`config.mk`:
```
export PLATFORM = sky130hd
export DESIGN_NAME = pcc_cmd_regs
export DESIGN_NICKNAME = d
export VERILOG_FILES = /design/src/pcc_pkg.sv /design/src/pcc_cmd_regs.sv
export SDC_FILE = /design/constraint.sdc
export NUM_CORES = 1
export LEC_CHECK = 0
export ABC_CLOCK_PERIOD_IN_PS = 1400
export BUFFER_PORTS_ARGS = -buffer_cell sky130_fd_sc_hd__buf_2
export CAP_MARGIN = 20
export CORE_AREA = 2 2 61 63
export CTS_BUF_LIST = sky130_fd_sc_hd__clkbuf_8
export CTS_CLUSTER_SIZE = 30
export DETAILED_ROUTE_END_ITERATION = 16
export DIE_AREA = 0 0 63 65
export GPL_TIMING_DRIVEN = 1
export PLACE_DENSITY = 0.76
export SKIP_LAST_GASP = 1
export SLEW_MARGIN = 20
export SYNTH_ARGS = -nofsm -noshare
export SYNTH_HDL_FRONTEND = slang
export SYNTH_SLANG_ARGS = --single-unit
```
`constraint.sdc`:
```
create_clock -name mclk -period 1.4 [get_ports mclk]
set_clock_uncertainty 0.1 [all_clocks]
set_input_delay 0.21 -clock mclk [delete_from_list [all_inputs] [get_ports mclk]]
set_output_delay 0.21 -clock mclk [all_outputs]
set_load 0.02 [all_outputs]
```
`src/pcc_pkg.sv`:
```
// Behaviour
// Fixed read-only maker code at offset 0
// Fixed read-only part code at offset 2
// Command register at offset 4, resets zero
// Each function owns a separate command register
// Fault and parity enables ORed across functions
// Command bits 15 to 11 read zero
// Bit 10 set blocks interrupt assertion
// Bit 9 back-to-back read-only zero
// Bit 8 enables system fault driver
// Address parity reported only with bits 8,6
// Command bit 7 reads zero
// Bit 6 gates parity error signalling
// Bit 5 snoops palette writes unclaimed
// Bit 4 hardwired zero, plain writes only
// Bit 3 hardwired zero, no special cycles
// Bit 2 gates initiator bus requests
// Bit 1 gates memory space claims
// Bit 0 gates I/O space claims
// Writes to read-only bits change nothing
package pcc_pkg;
    localparam logic [7:0] OFS_MAKER = 8'h00;
    localparam logic [7:0] OFS_PART = 8'h02;
    localparam logic [7:0] OFS_CMD = 8'h04;
    localparam logic [15:0] CMD_RESET = 16'h0000;
    // Writable bits: 10, 8, 6, 5, 2, 1, 0
    localparam logic [15:0] CMD_WMASK = 16'h0567;
    localparam int BIT_INT_OFF = 10;
    localparam int BIT_FBB = 9;
    localparam int BIT_SERR = 8;
    localparam int BIT_PERR = 6;
    localparam int BIT_VGA = 5;
    localparam int BIT_MWI = 4;
    localparam int BIT_SPC = 3;
    localparam int BIT_MAST = 2;
    localparam int BIT_MEM = 1;
    localparam int BIT_IO = 0;
    localparam int NFUNC = 2;
endpackage

```
`src/pcc_cmd_regs.sv`:
```
`timescale 1ns/1ps
// Configuration read data is registered: it appears the cycle after cfg_rd.
module pcc_cmd_regs
#(
    // Arbitrary neutral identification values
    parameter logic [15:0] MAKER_ID = 16'h1234,
    parameter logic [15:0] PART_ID = 16'h5678
)
(
    input wire logic mclk,
    input wire logic rst_n,
    input wire logic cfg_wr,
    input wire logic cfg_rd,
    input wire logic [pcc_pkg::NFUNC-1:0] cfg_func,
    input wire logic [7:0] cfg_addr,
    input wire logic [15:0] cfg_wdata,
    output logic [15:0] cfg_rdata,
    input wire logic [pcc_pkg::NFUNC-1:0] int_req,
    input wire logic [pcc_pkg::NFUNC-1:0] mast_req,
    input wire logic [pcc_pkg::NFUNC-1:0] mem_hit,
    input wire logic [pcc_pkg::NFUNC-1:0] io_hit,
    input wire logic [pcc_pkg::NFUNC-1:0] palette_wr,
    input wire logic addr_par_err,
    input wire logic data_par_err,
    output logic [pcc_pkg::NFUNC-1:0] int_assert,
    output logic [pcc_pkg::NFUNC-1:0] mast_grant_req,
    output logic [pcc_pkg::NFUNC-1:0] mem_claim,
    output logic [pcc_pkg::NFUNC-1:0] io_claim,
    output logic [pcc_pkg::NFUNC-1:0] palette_claim,
    output logic [pcc_pkg::NFUNC-1:0] palette_snoop,
    output logic system_fault_drive_allow,
    output logic parity_response_allow,
    output logic serr_assert,
    output logic perr_assert
);
    import pcc_pkg::*;

    logic [15:0] cmd [NFUNC];
    logic [15:0] next_cmd [NFUNC];
    logic [15:0] next_rdata;
    logic [NFUNC-1:0] next_int;
    logic [NFUNC-1:0] next_mast;
    logic [NFUNC-1:0] next_mem;
    logic [NFUNC-1:0] next_io;
    logic [NFUNC-1:0] next_pclaim;
    logic [NFUNC-1:0] next_psnoop;
    logic next_system_fault_drive_allow;
    logic next_parity_response_allow;
    logic next_serr;
    logic next_perr;

    genvar f;
    generate
        for (f = 0; f < NFUNC; f++)
        begin : g_func
            // Separate register per function, only writable bits stored
            always_comb
            begin
                next_cmd[f] = cmd[f];
                if (cfg_wr && cfg_func[f] && cfg_addr == OFS_CMD)
                    next_cmd[f] = cfg_wdata & CMD_WMASK;
                next_int[f] = int_req[f] && !cmd[f][BIT_INT_OFF];
                next_mast[f] = mast_req[f] && cmd[f][BIT_MAST];
                next_mem[f] = mem_hit[f] && cmd[f][BIT_MEM];
                next_io[f] = io_hit[f] && cmd[f][BIT_IO];
                next_pclaim[f] = palette_wr[f] && !cmd[f][BIT_VGA];
                next_psnoop[f] = palette_wr[f] && cmd[f][BIT_VGA];
            end
            always_ff @(posedge mclk or negedge rst_n)
            begin
                if (!rst_n)
                    cmd[f] <= CMD_RESET;
                else
                    cmd[f] <= next_cmd[f];
            end
        end
    endgenerate

    always_comb
    begin
        // Wired OR of the two functions' enables
        next_system_fault_drive_allow = cmd[0][BIT_SERR] || cmd[1][BIT_SERR];
        next_parity_response_allow = cmd[0][BIT_PERR] || cmd[1][BIT_PERR];
        next_serr = addr_par_err && next_system_fault_drive_allow && next_parity_response_allow;
        next_perr = data_par_err && next_parity_response_allow;
        next_rdata = 16'h0000;
        if (cfg_rd)
        begin
            case (cfg_addr)
                OFS_MAKER: next_rdata = MAKER_ID;
                OFS_PART: next_rdata = PART_ID;
                OFS_CMD: next_rdata = cfg_func[1] ? cmd[1] : cmd[0];
                default: next_rdata = 16'h0000;
            endcase
        end
    end

    always_ff @(posedge mclk or negedge rst_n)
    begin
        if (!rst_n)
        begin
            cfg_rdata <= 16'h0000;
            int_assert <= '0;
            mast_grant_req <= '0;
            mem_claim <= '0;
            io_claim <= '0;
            palette_claim <= '0;
            palette_snoop <= '0;
            system_fault_drive_allow <= 1'b0;
            parity_response_allow <= 1'b0;
            serr_assert <= 1'b0;
            perr_assert <= 1'b0;
        end
        else
        begin
            cfg_rdata <= next_rdata;
            int_assert <= next_int;
            mast_grant_req <= next_mast;
            mem_claim <= next_mem;
            io_claim <= next_io;
            palette_claim <= next_pclaim;
            palette_snoop <= next_psnoop;
            system_fault_drive_allow <= next_system_fault_drive_allow;
            parity_response_allow <= next_parity_response_allow;
            serr_assert <= next_serr;
            perr_assert <= next_perr;
        end
    end

    a_cmd_readback: assert property (
        @(posedge mclk) disable iff (!rst_n)
        cfg_rd && cfg_addr == OFS_CMD |=> (cfg_rdata & ~CMD_WMASK) == 16'h0000)
        else $error("reserved command bits read nonzero");

    a_maker_code: assert property (
        @(posedge mclk) disable iff (!rst_n)
        cfg_rd && cfg_addr == OFS_MAKER |=> cfg_rdata == MAKER_ID)
        else $error("maker code wrong");

    a_part_code: assert property (
        @(posedge mclk) disable iff (!rst_n)
        cfg_rd && cfg_addr == OFS_PART |=> cfg_rdata == PART_ID)
        else $error("part code wrong");

    a_rdata_idle: assert property (
        @(posedge mclk) disable iff (!rst_n)
        !cfg_rd |=> cfg_rdata == 16'h0000)
        else $error("read data without a read");

    a_read_func1: assert property (
        @(posedge mclk) disable iff (!rst_n)
        cfg_rd && cfg_addr == OFS_CMD && cfg_func[1] |=> cfg_rdata == $past(cmd[1]))
        else $error("function one readback wrong");

    a_read_func0: assert property (
        @(posedge mclk) disable iff (!rst_n)
        cfg_rd && cfg_addr == OFS_CMD && !cfg_func[1] |=> cfg_rdata == $past(cmd[0]))
        else $error("function zero readback wrong");

    a_write_iso: assert property (
        @(posedge mclk) disable iff (!rst_n)
        cfg_wr && cfg_func == 2'b01 && cfg_addr == OFS_CMD |=> cmd[1] == $past(cmd[1]))
        else $error("write leaked to function one");

    a_write_iso_b: assert property (
        @(posedge mclk) disable iff (!rst_n)
        cfg_wr && cfg_func == 2'b10 && cfg_addr == OFS_CMD |=> cmd[0] == $past(cmd[0]))
        else $error("write leaked to function zero");

    a_fault_or: assert property (
        @(posedge mclk) disable iff (!rst_n)
        system_fault_drive_allow == $past(cmd[0][BIT_SERR] || cmd[1][BIT_SERR]))
        else $error("fault enable not ORed");

    a_parity_or: assert property (
        @(posedge mclk) disable iff (!rst_n)
        parity_response_allow == $past(cmd[0][BIT_PERR] || cmd[1][BIT_PERR]))
        else $error("parity enable not ORed");

    a_serr_gate: assert property (
        @(posedge mclk) disable iff (!rst_n)
        serr_assert |-> $past(addr_par_err) && $past(next_system_fault_drive_allow) && $past(next_parity_response_allow))
        else $error("system fault without cause");

    a_serr_fire: assert property (
        @(posedge mclk) disable iff (!rst_n)
        addr_par_err && next_system_fault_drive_allow && next_parity_response_allow |=> serr_assert)
        else $error("address parity not reported");

    a_fault_idle: assert property (
        @(posedge mclk) disable iff (!rst_n)
        !system_fault_drive_allow |-> !serr_assert)
        else $error("system fault while driver off");

    a_serr_perr: assert property (
        @(posedge mclk) disable iff (!rst_n)
        serr_assert |-> parity_response_allow)
        else $error("system fault without parity enable");

    a_perr_gate: assert property (
        @(posedge mclk) disable iff (!rst_n)
        data_par_err && next_parity_response_allow |=> perr_assert)
        else $error("parity error not signalled");

    a_perr_quiet: assert property (
        @(posedge mclk) disable iff (!rst_n)
        perr_assert |-> $past(data_par_err) && $past(next_parity_response_allow))
        else $error("parity error without cause");

    a_parity_idle: assert property (
        @(posedge mclk) disable iff (!rst_n)
        !parity_response_allow |-> !perr_assert)
        else $error("parity error while response off");

    // Per-function checks, one copy for each command register
    generate
        for (f = 0; f < NFUNC; f++)
        begin : g_chk
            a_reset_zero: assert property (
                @(posedge mclk) disable iff (!rst_n)
                $past(!rst_n) |-> cmd[f] == CMD_RESET)
                else $error("command not zero after reset");

            a_store_mask: assert property (
                @(posedge mclk) disable iff (!rst_n)
                (cmd[f] & ~CMD_WMASK) == 16'h0000)
                else $error("read-only command bit stored");

            a_hold_cmd: assert property (
                @(posedge mclk) disable iff (!rst_n)
                !(cfg_wr && cfg_func[f] && cfg_addr == OFS_CMD) |=> cmd[f] == $past(cmd[f]))
                else $error("command changed without write");

            a_write_take: assert property (
                @(posedge mclk) disable iff (!rst_n)
                cfg_wr && cfg_func[f] && cfg_addr == OFS_CMD
                |=> cmd[f] == ($past(cfg_wdata) & CMD_WMASK))
                else $error("command write lost");

            a_fbb_zero: assert property (
                @(posedge mclk) disable iff (!rst_n)
                !cmd[f][BIT_FBB])
                else $error("back-to-back bit set");

            a_wrinv_zero: assert property (
                @(posedge mclk) disable iff (!rst_n)
                !cmd[f][BIT_MWI])
                else $error("write-invalidate bit set");

            a_special_zero: assert property (
                @(posedge mclk) disable iff (!rst_n)
                !cmd[f][BIT_SPC])
                else $error("special cycle bit set");

            a_int_block: assert property (
                @(posedge mclk) disable iff (!rst_n)
                int_req[f] && cmd[f][BIT_INT_OFF] |=> !int_assert[f])
                else $error("interrupt asserted while disabled");

            a_int_pass: assert property (
                @(posedge mclk) disable iff (!rst_n)
                int_req[f] && !cmd[f][BIT_INT_OFF] |=> int_assert[f])
                else $error("interrupt lost while enabled");

            a_mast_gate: assert property (
                @(posedge mclk) disable iff (!rst_n)
                mast_grant_req[f] |-> $past(cmd[f][BIT_MAST]))
                else $error("request while mastering off");

            a_mast_pass: assert property (
                @(posedge mclk) disable iff (!rst_n)
                mast_req[f] && cmd[f][BIT_MAST] |=> mast_grant_req[f])
                else $error("bus request lost");

            a_mem_gate: assert property (
                @(posedge mclk) disable iff (!rst_n)
                mem_hit[f] && cmd[f][BIT_MEM] |=> mem_claim[f])
                else $error("memory claim missed");

            a_mem_block: assert property (
                @(posedge mclk) disable iff (!rst_n)
                mem_claim[f] |-> $past(cmd[f][BIT_MEM]))
                else $error("memory claim while disabled");

            a_io_gate: assert property (
                @(posedge mclk) disable iff (!rst_n)
                io_claim[f] |-> $past(cmd[f][BIT_IO]))
                else $error("I/O claim while disabled");

            a_io_pass: assert property (
                @(posedge mclk) disable iff (!rst_n)
                io_hit[f] && cmd[f][BIT_IO] |=> io_claim[f])
                else $error("I/O claim missed");

            a_snoop_gate: assert property (
                @(posedge mclk) disable iff (!rst_n)
                !(palette_claim[f] && palette_snoop[f]))
                else $error("palette claimed and snooped");

            a_snoop_take: assert property (
                @(posedge mclk) disable iff (!rst_n)
                palette_wr[f] && cmd[f][BIT_VGA] |=> palette_snoop[f] && !palette_claim[f])
                else $error("palette write not snooped");

            a_palette_claim: assert property (
                @(posedge mclk) disable iff (!rst_n)
                palette_wr[f] && !cmd[f][BIT_VGA] |=> palette_claim[f] && !palette_snoop[f])
                else $error("palette write not claimed");
        end
    endgenerate
endmodule

```
======== Word level (Yosys, flattened, before mapping) ========
Index checks and enable logic that the tools add are counted.
storage, ports and cells
  bits in registers ....................... 46
  bits in latches ......................... 0
  memory bits (writable) .................. 0
  memory bits (read-only) ................. 0
  output and inout port bits .............. 32
  logic and storage cells ................. 44
  memories kept ........................... 0
cells by class
  $add $sub $neg .......................... 0
  multiply operators ...................... 0
  div/mod/pow operators ................... 0
  magnitude comparators ................... 0
  equal/unequal tests ..................... 2
  shift-type cells ........................ 0
  multiplexer cells ....................... 3
  bitwise gates (word level) .............. 0
  reductions and logical operators ........ 26
operator list
  cell                                                                    count
  15-bit one-hot mux with 3 select lines                                  1
  1-bit logical AND                                                       19
  16-bit 2-to-1 mux                                                       1
  11-bit 2-to-1 mux                                                       1
  8-bit by 2-bit equality test with 1-bit output (second input constant)  1
  8-bit by 3-bit equality test with 1-bit output (second input constant)  1
  8-bit logical NOT                                                       1
  1-bit logical NOT                                                       4
  1-bit logical OR                                                        2

======== Longest topological paths before layout ========
  word-level depth ........................ 3
  gate-level depth with buffers ........... 4
  gate-level depth less buffers ........... 3

======== Worst setup path before layout ========
No wires, ideal clock.
  path type ............................... input -> register
  start ................................... in cfg_addr[4]
  end ..................................... reg cmd[0] in the netlist's numbering
  arrival ................................. 1.088 ns
  setup slack ............................. 0.087 ns
  stages .................................. 3
  cell sequence ........................... nor4_4 nand4b_2 mux2_2
between the ends
  longest elaborated chain between the ends .. 2
ends and longest elaborated chain
  element                                         RTL line            source
  start: declaration                              pcc_cmd_regs.sv:15  input wire logic [7:0] cfg_addr,
  8-bit by 3-bit equality test with 1-bit output  pcc_cmd_regs.sv:60  if (cfg_wr && cfg_func[f] && cfg_addr == OFS_CMD)
  1-bit logical AND                               pcc_cmd_regs.sv:60
  end signal: indexed assignment                  pcc_cmd_regs.sv:74  cmd[f] <= next_cmd[f];
  end: declaration                                pcc_cmd_regs.sv:38  logic [15:0] cmd [NFUNC];
Every way passes these cells.
A chain may end at the register's enable or synchronous reset.

======== Worst setup path in the final report ========
  start ................................... in cfg_addr[4]
  end ..................................... reg cmd[10] in the netlist's numbering
The elaborated chain is that of the path after synthesis.

==> metrics.md <==
| Metric | Value |
|---|---|
| Worst Hold Class | in -> reg |
| Design Area, Final | 2060 sq um |
| Final setup viols | 0 |
| I/O pin count | 74 |
| WP data required | 1.46 ns |
| Initial core utilization | 44.2% |
| TritonCTS buffer count | 5 |
| # diodes | 0 |
| CTS Buffer Depth | 2 |
| M1 WL | 1130 microns |
| Clock H-tree levels | 2 |
| Post-CTS Resized | 0 |
| Clk sink count | 39 |
| Commonest non-fill, non-tap cell in the layout | buf_2 |
| GRT Overall Usage | 15.9% |
| CTS root buffer | clkbuf_8 |
| Outcome | completed |
| Layout Nets | 223 |
| DRT Pass-1 Iters | 4 |
| Number of routed nets with antenna violations | 0 |
| Lkg Pwr | 1.16 nW |
| WL met3 | 138 microns |
| Combinational share of power | 8.8% |
| Routability cong. | 0.820 |
| P_sw | 0.459 mW |
| Sequential share of the synthesized area | 63.2% |
| Slowest CP cell | nor4_4 |
| Cell Rows | 22 |
| Routed WL | 2930 microns |
| Gr ovfl total | 0 |
| Clock share of power | 37.0% |
| IO Port Bufs | 60 |
| Top routing layer in use | met4 |
| Largest net degree at the start of global routing | 23 |
| Critical path origin | cfg_addr[4] |
| Synthesized area | 1550 sq um |
| Die W | 63 microns |
| Vias after detailed routing | 1052 |
| Startpoint Class | input port |
| CP arrival | 1.31 ns |
| Vias/cell | 4.57 |
| Critical Setup Path Class | in -> reg |
| Peak supply drop | 0.582 mV |
| Area Overhead vs Synth | 33.3% |
| Flop pwr share | 54.3% |
| Residual DRC count | 0 |
| Yosys reg bits | 39 |
| Synth warn | 0 |
| Crit-path cells | buf_2 -> nor4_4 -> nand4b_2 -> buf_4 -> mux2_2 |
| Die ar. | 4100 sq um |
| CTS tree | built |
| Core Region | 3500 sq um |
| Crit end category | flop |
| Tot Pwr | 2.14 mW |
| Final period util | 89.4% |
| Commonest cells after routing, fill and taps aside | 60 x buf_2, 39 x dfrtp_1, 17 x mux2_2 |
| Worst path buffer plus inverter count | 2 |
| WL/cell | 12.8 microns |
| Insertion delay to the later sink of the worst-skew pair | 0.28 ns |
| Delay-heaviest family, CP | simple AND/OR/NAND/NOR gates |
| Layout cells sized above 1 | 56.6% |
| Max cap viols | 0 |
| P per Cell Area | 1040 nW/um^2 |
| Hold Crit Start | mast_req[1] |
| Avg Inst Size Synth | 14.3 sq um |
| Antenna violations before repair | 0 |
| Slowest stage delay, CP | 0.37 ns |
| Vias in the first global route | 1123 |
| Detailed Place HPWL | 2300 microns |
| Unrepaired setup endpoints after global routing | no |
| Mapped Cells | 108 |
| Switching Fraction | 21.5% |
| Die H | 65 microns |
| Peak Freq | 0.799 GHz |
| Global-route wire length before repair | 4870 microns |
| Final worst path period need | 1.25 ns |
| Clock transition at path regs | 0.07 ns |
| WL met2 | 1590 microns |
| Dpl cell area | 1950 sq um |
| Fin. max-slew vios | 0 |
| Final hold violation count | 0 |
| CP max FO | 4 |
| Worst r2r src | cmd[22] |
| Power Internal | 1.68 mW |
| Cell variety after synth | 22 |
| Final Util | 58.9% |
| Iteration-0 DRC Markers | 55 |
==> cells by family after synthesis <==
family	share of synthesized area [%]
buf+inv	4.05
simple gates	15.6
compound gates	1.94
mux	15.0
flops	63.2
other cells	0.243
==> cell usage after synthesis, drive strengths merged <==
| master | instances | area (sq um) |
|---|---|---|
| a2111oi | 1 | 15.0 |
| a21oi | 3 | 15.0 |
| and2 | 9 | 56.3 |
| and3 | 1 | 6.26 |
| and4bb | 1 | 12.5 |
| buf | 9 | 62.6 |
| conb | 1 | 3.75 |
| dfrtp | 39 | 976 |
| mux2 | 17 | 191 |
| mux2i | 4 | 40.0 |
| nand2 | 3 | 11.3 |
| nand2b | 2 | 12.5 |
| nand4b | 2 | 30.0 |
| nor2 | 2 | 7.51 |
| nor2b | 4 | 25.0 |
| nor3 | 4 | 20.0 |
| nor3b | 1 | 7.51 |
| nor4 | 1 | 21.3 |
| nor4bb | 1 | 10.0 |
| or2 | 2 | 12.5 |
| or3b | 1 | 8.76 |
==> worst register-to-register path, delay by kind of cell, from the launching register on <==
family | cells | cell delay (ns)
flops | 1 | 0.39
simple gates | 2 | 0.51
==> flip-flops by register name, summed over array words and instances, names as in the netlist, 2 cells and up <==
name / count
cmd: 14
cfg_rdata: 9
mast_grant_req: 2
palette_snoop: 2
mem_claim: 2
io_claim: 2
palette_claim: 2
int_assert: 2
==> area by class of cell <==
| cell class | instances | area, sq um |
|---|---|---|
| Fill cell | 302 | 1440 |
| Sequential cell | 39 | 976 |
| Multi-Input combinational cell | 63 | 518 |
| Timing Repair Buffer | 72 | 405 |
| Clock buffer | 7 | 96.3 |
| Tap cell | 48 | 60.1 |
| Clock inverter | 1 | 3.75 |
==> power by group through the flow <==
stage                     Combinational, mW  Clock (mW)  Sequential, mW
after floorplan                      0.0658           0            1.20
after global placement                0.183           0            1.18
after detailed placement              0.187           0            1.18
after CTS                             0.191       0.814            1.16
after global routing                  0.206       0.869            1.16
final                                 0.187       0.790            1.16
==> per-stage QoR <==
stage                     std cells  hold slack, ns  TNS, ns  setup WS (ns)
after floorplan                 111          -0.186        0         0.0873
after global placement          221          0.0560    -1.49         -0.101
after detailed placement        221          0.0672    -1.61         -0.122
after CTS                       230          0.0318        0          0.148
after global routing            230          0.0408        0          0.114
final                           230          0.0391        0          0.149
==> what timing repair did <==
item	4_1_cts	5_1_grt
hold buffers	1	0
hold endpoints to repair	17	0
setup endpoints to repair	0	0
buffers inserted	0	0
==> path summary, 6_finish.rpt <==
kind,to,slack [ns],cells after the start
worst max-delay path,cmd[10],0.15,5
worst max register to register,serr_assert,0.30,2
min in group asynchronous,cfg_rdata[8],0.30,2
worst min register to register,int_assert[0],0.36,1
worst min-delay path,mast_grant_req[1],0.04,2
max in group asynchronous,palette_claim[1],0.45,3
==> routing by layer <==
metal / vias up / GRT usage, %
met5: - / 0
met4: 0 / 10.8
met3: 6 / 3.99
met2: 37 / 28.1
met1: 503 / 16.7
li1: 506 / -
(Power assumes the default switching activity.)
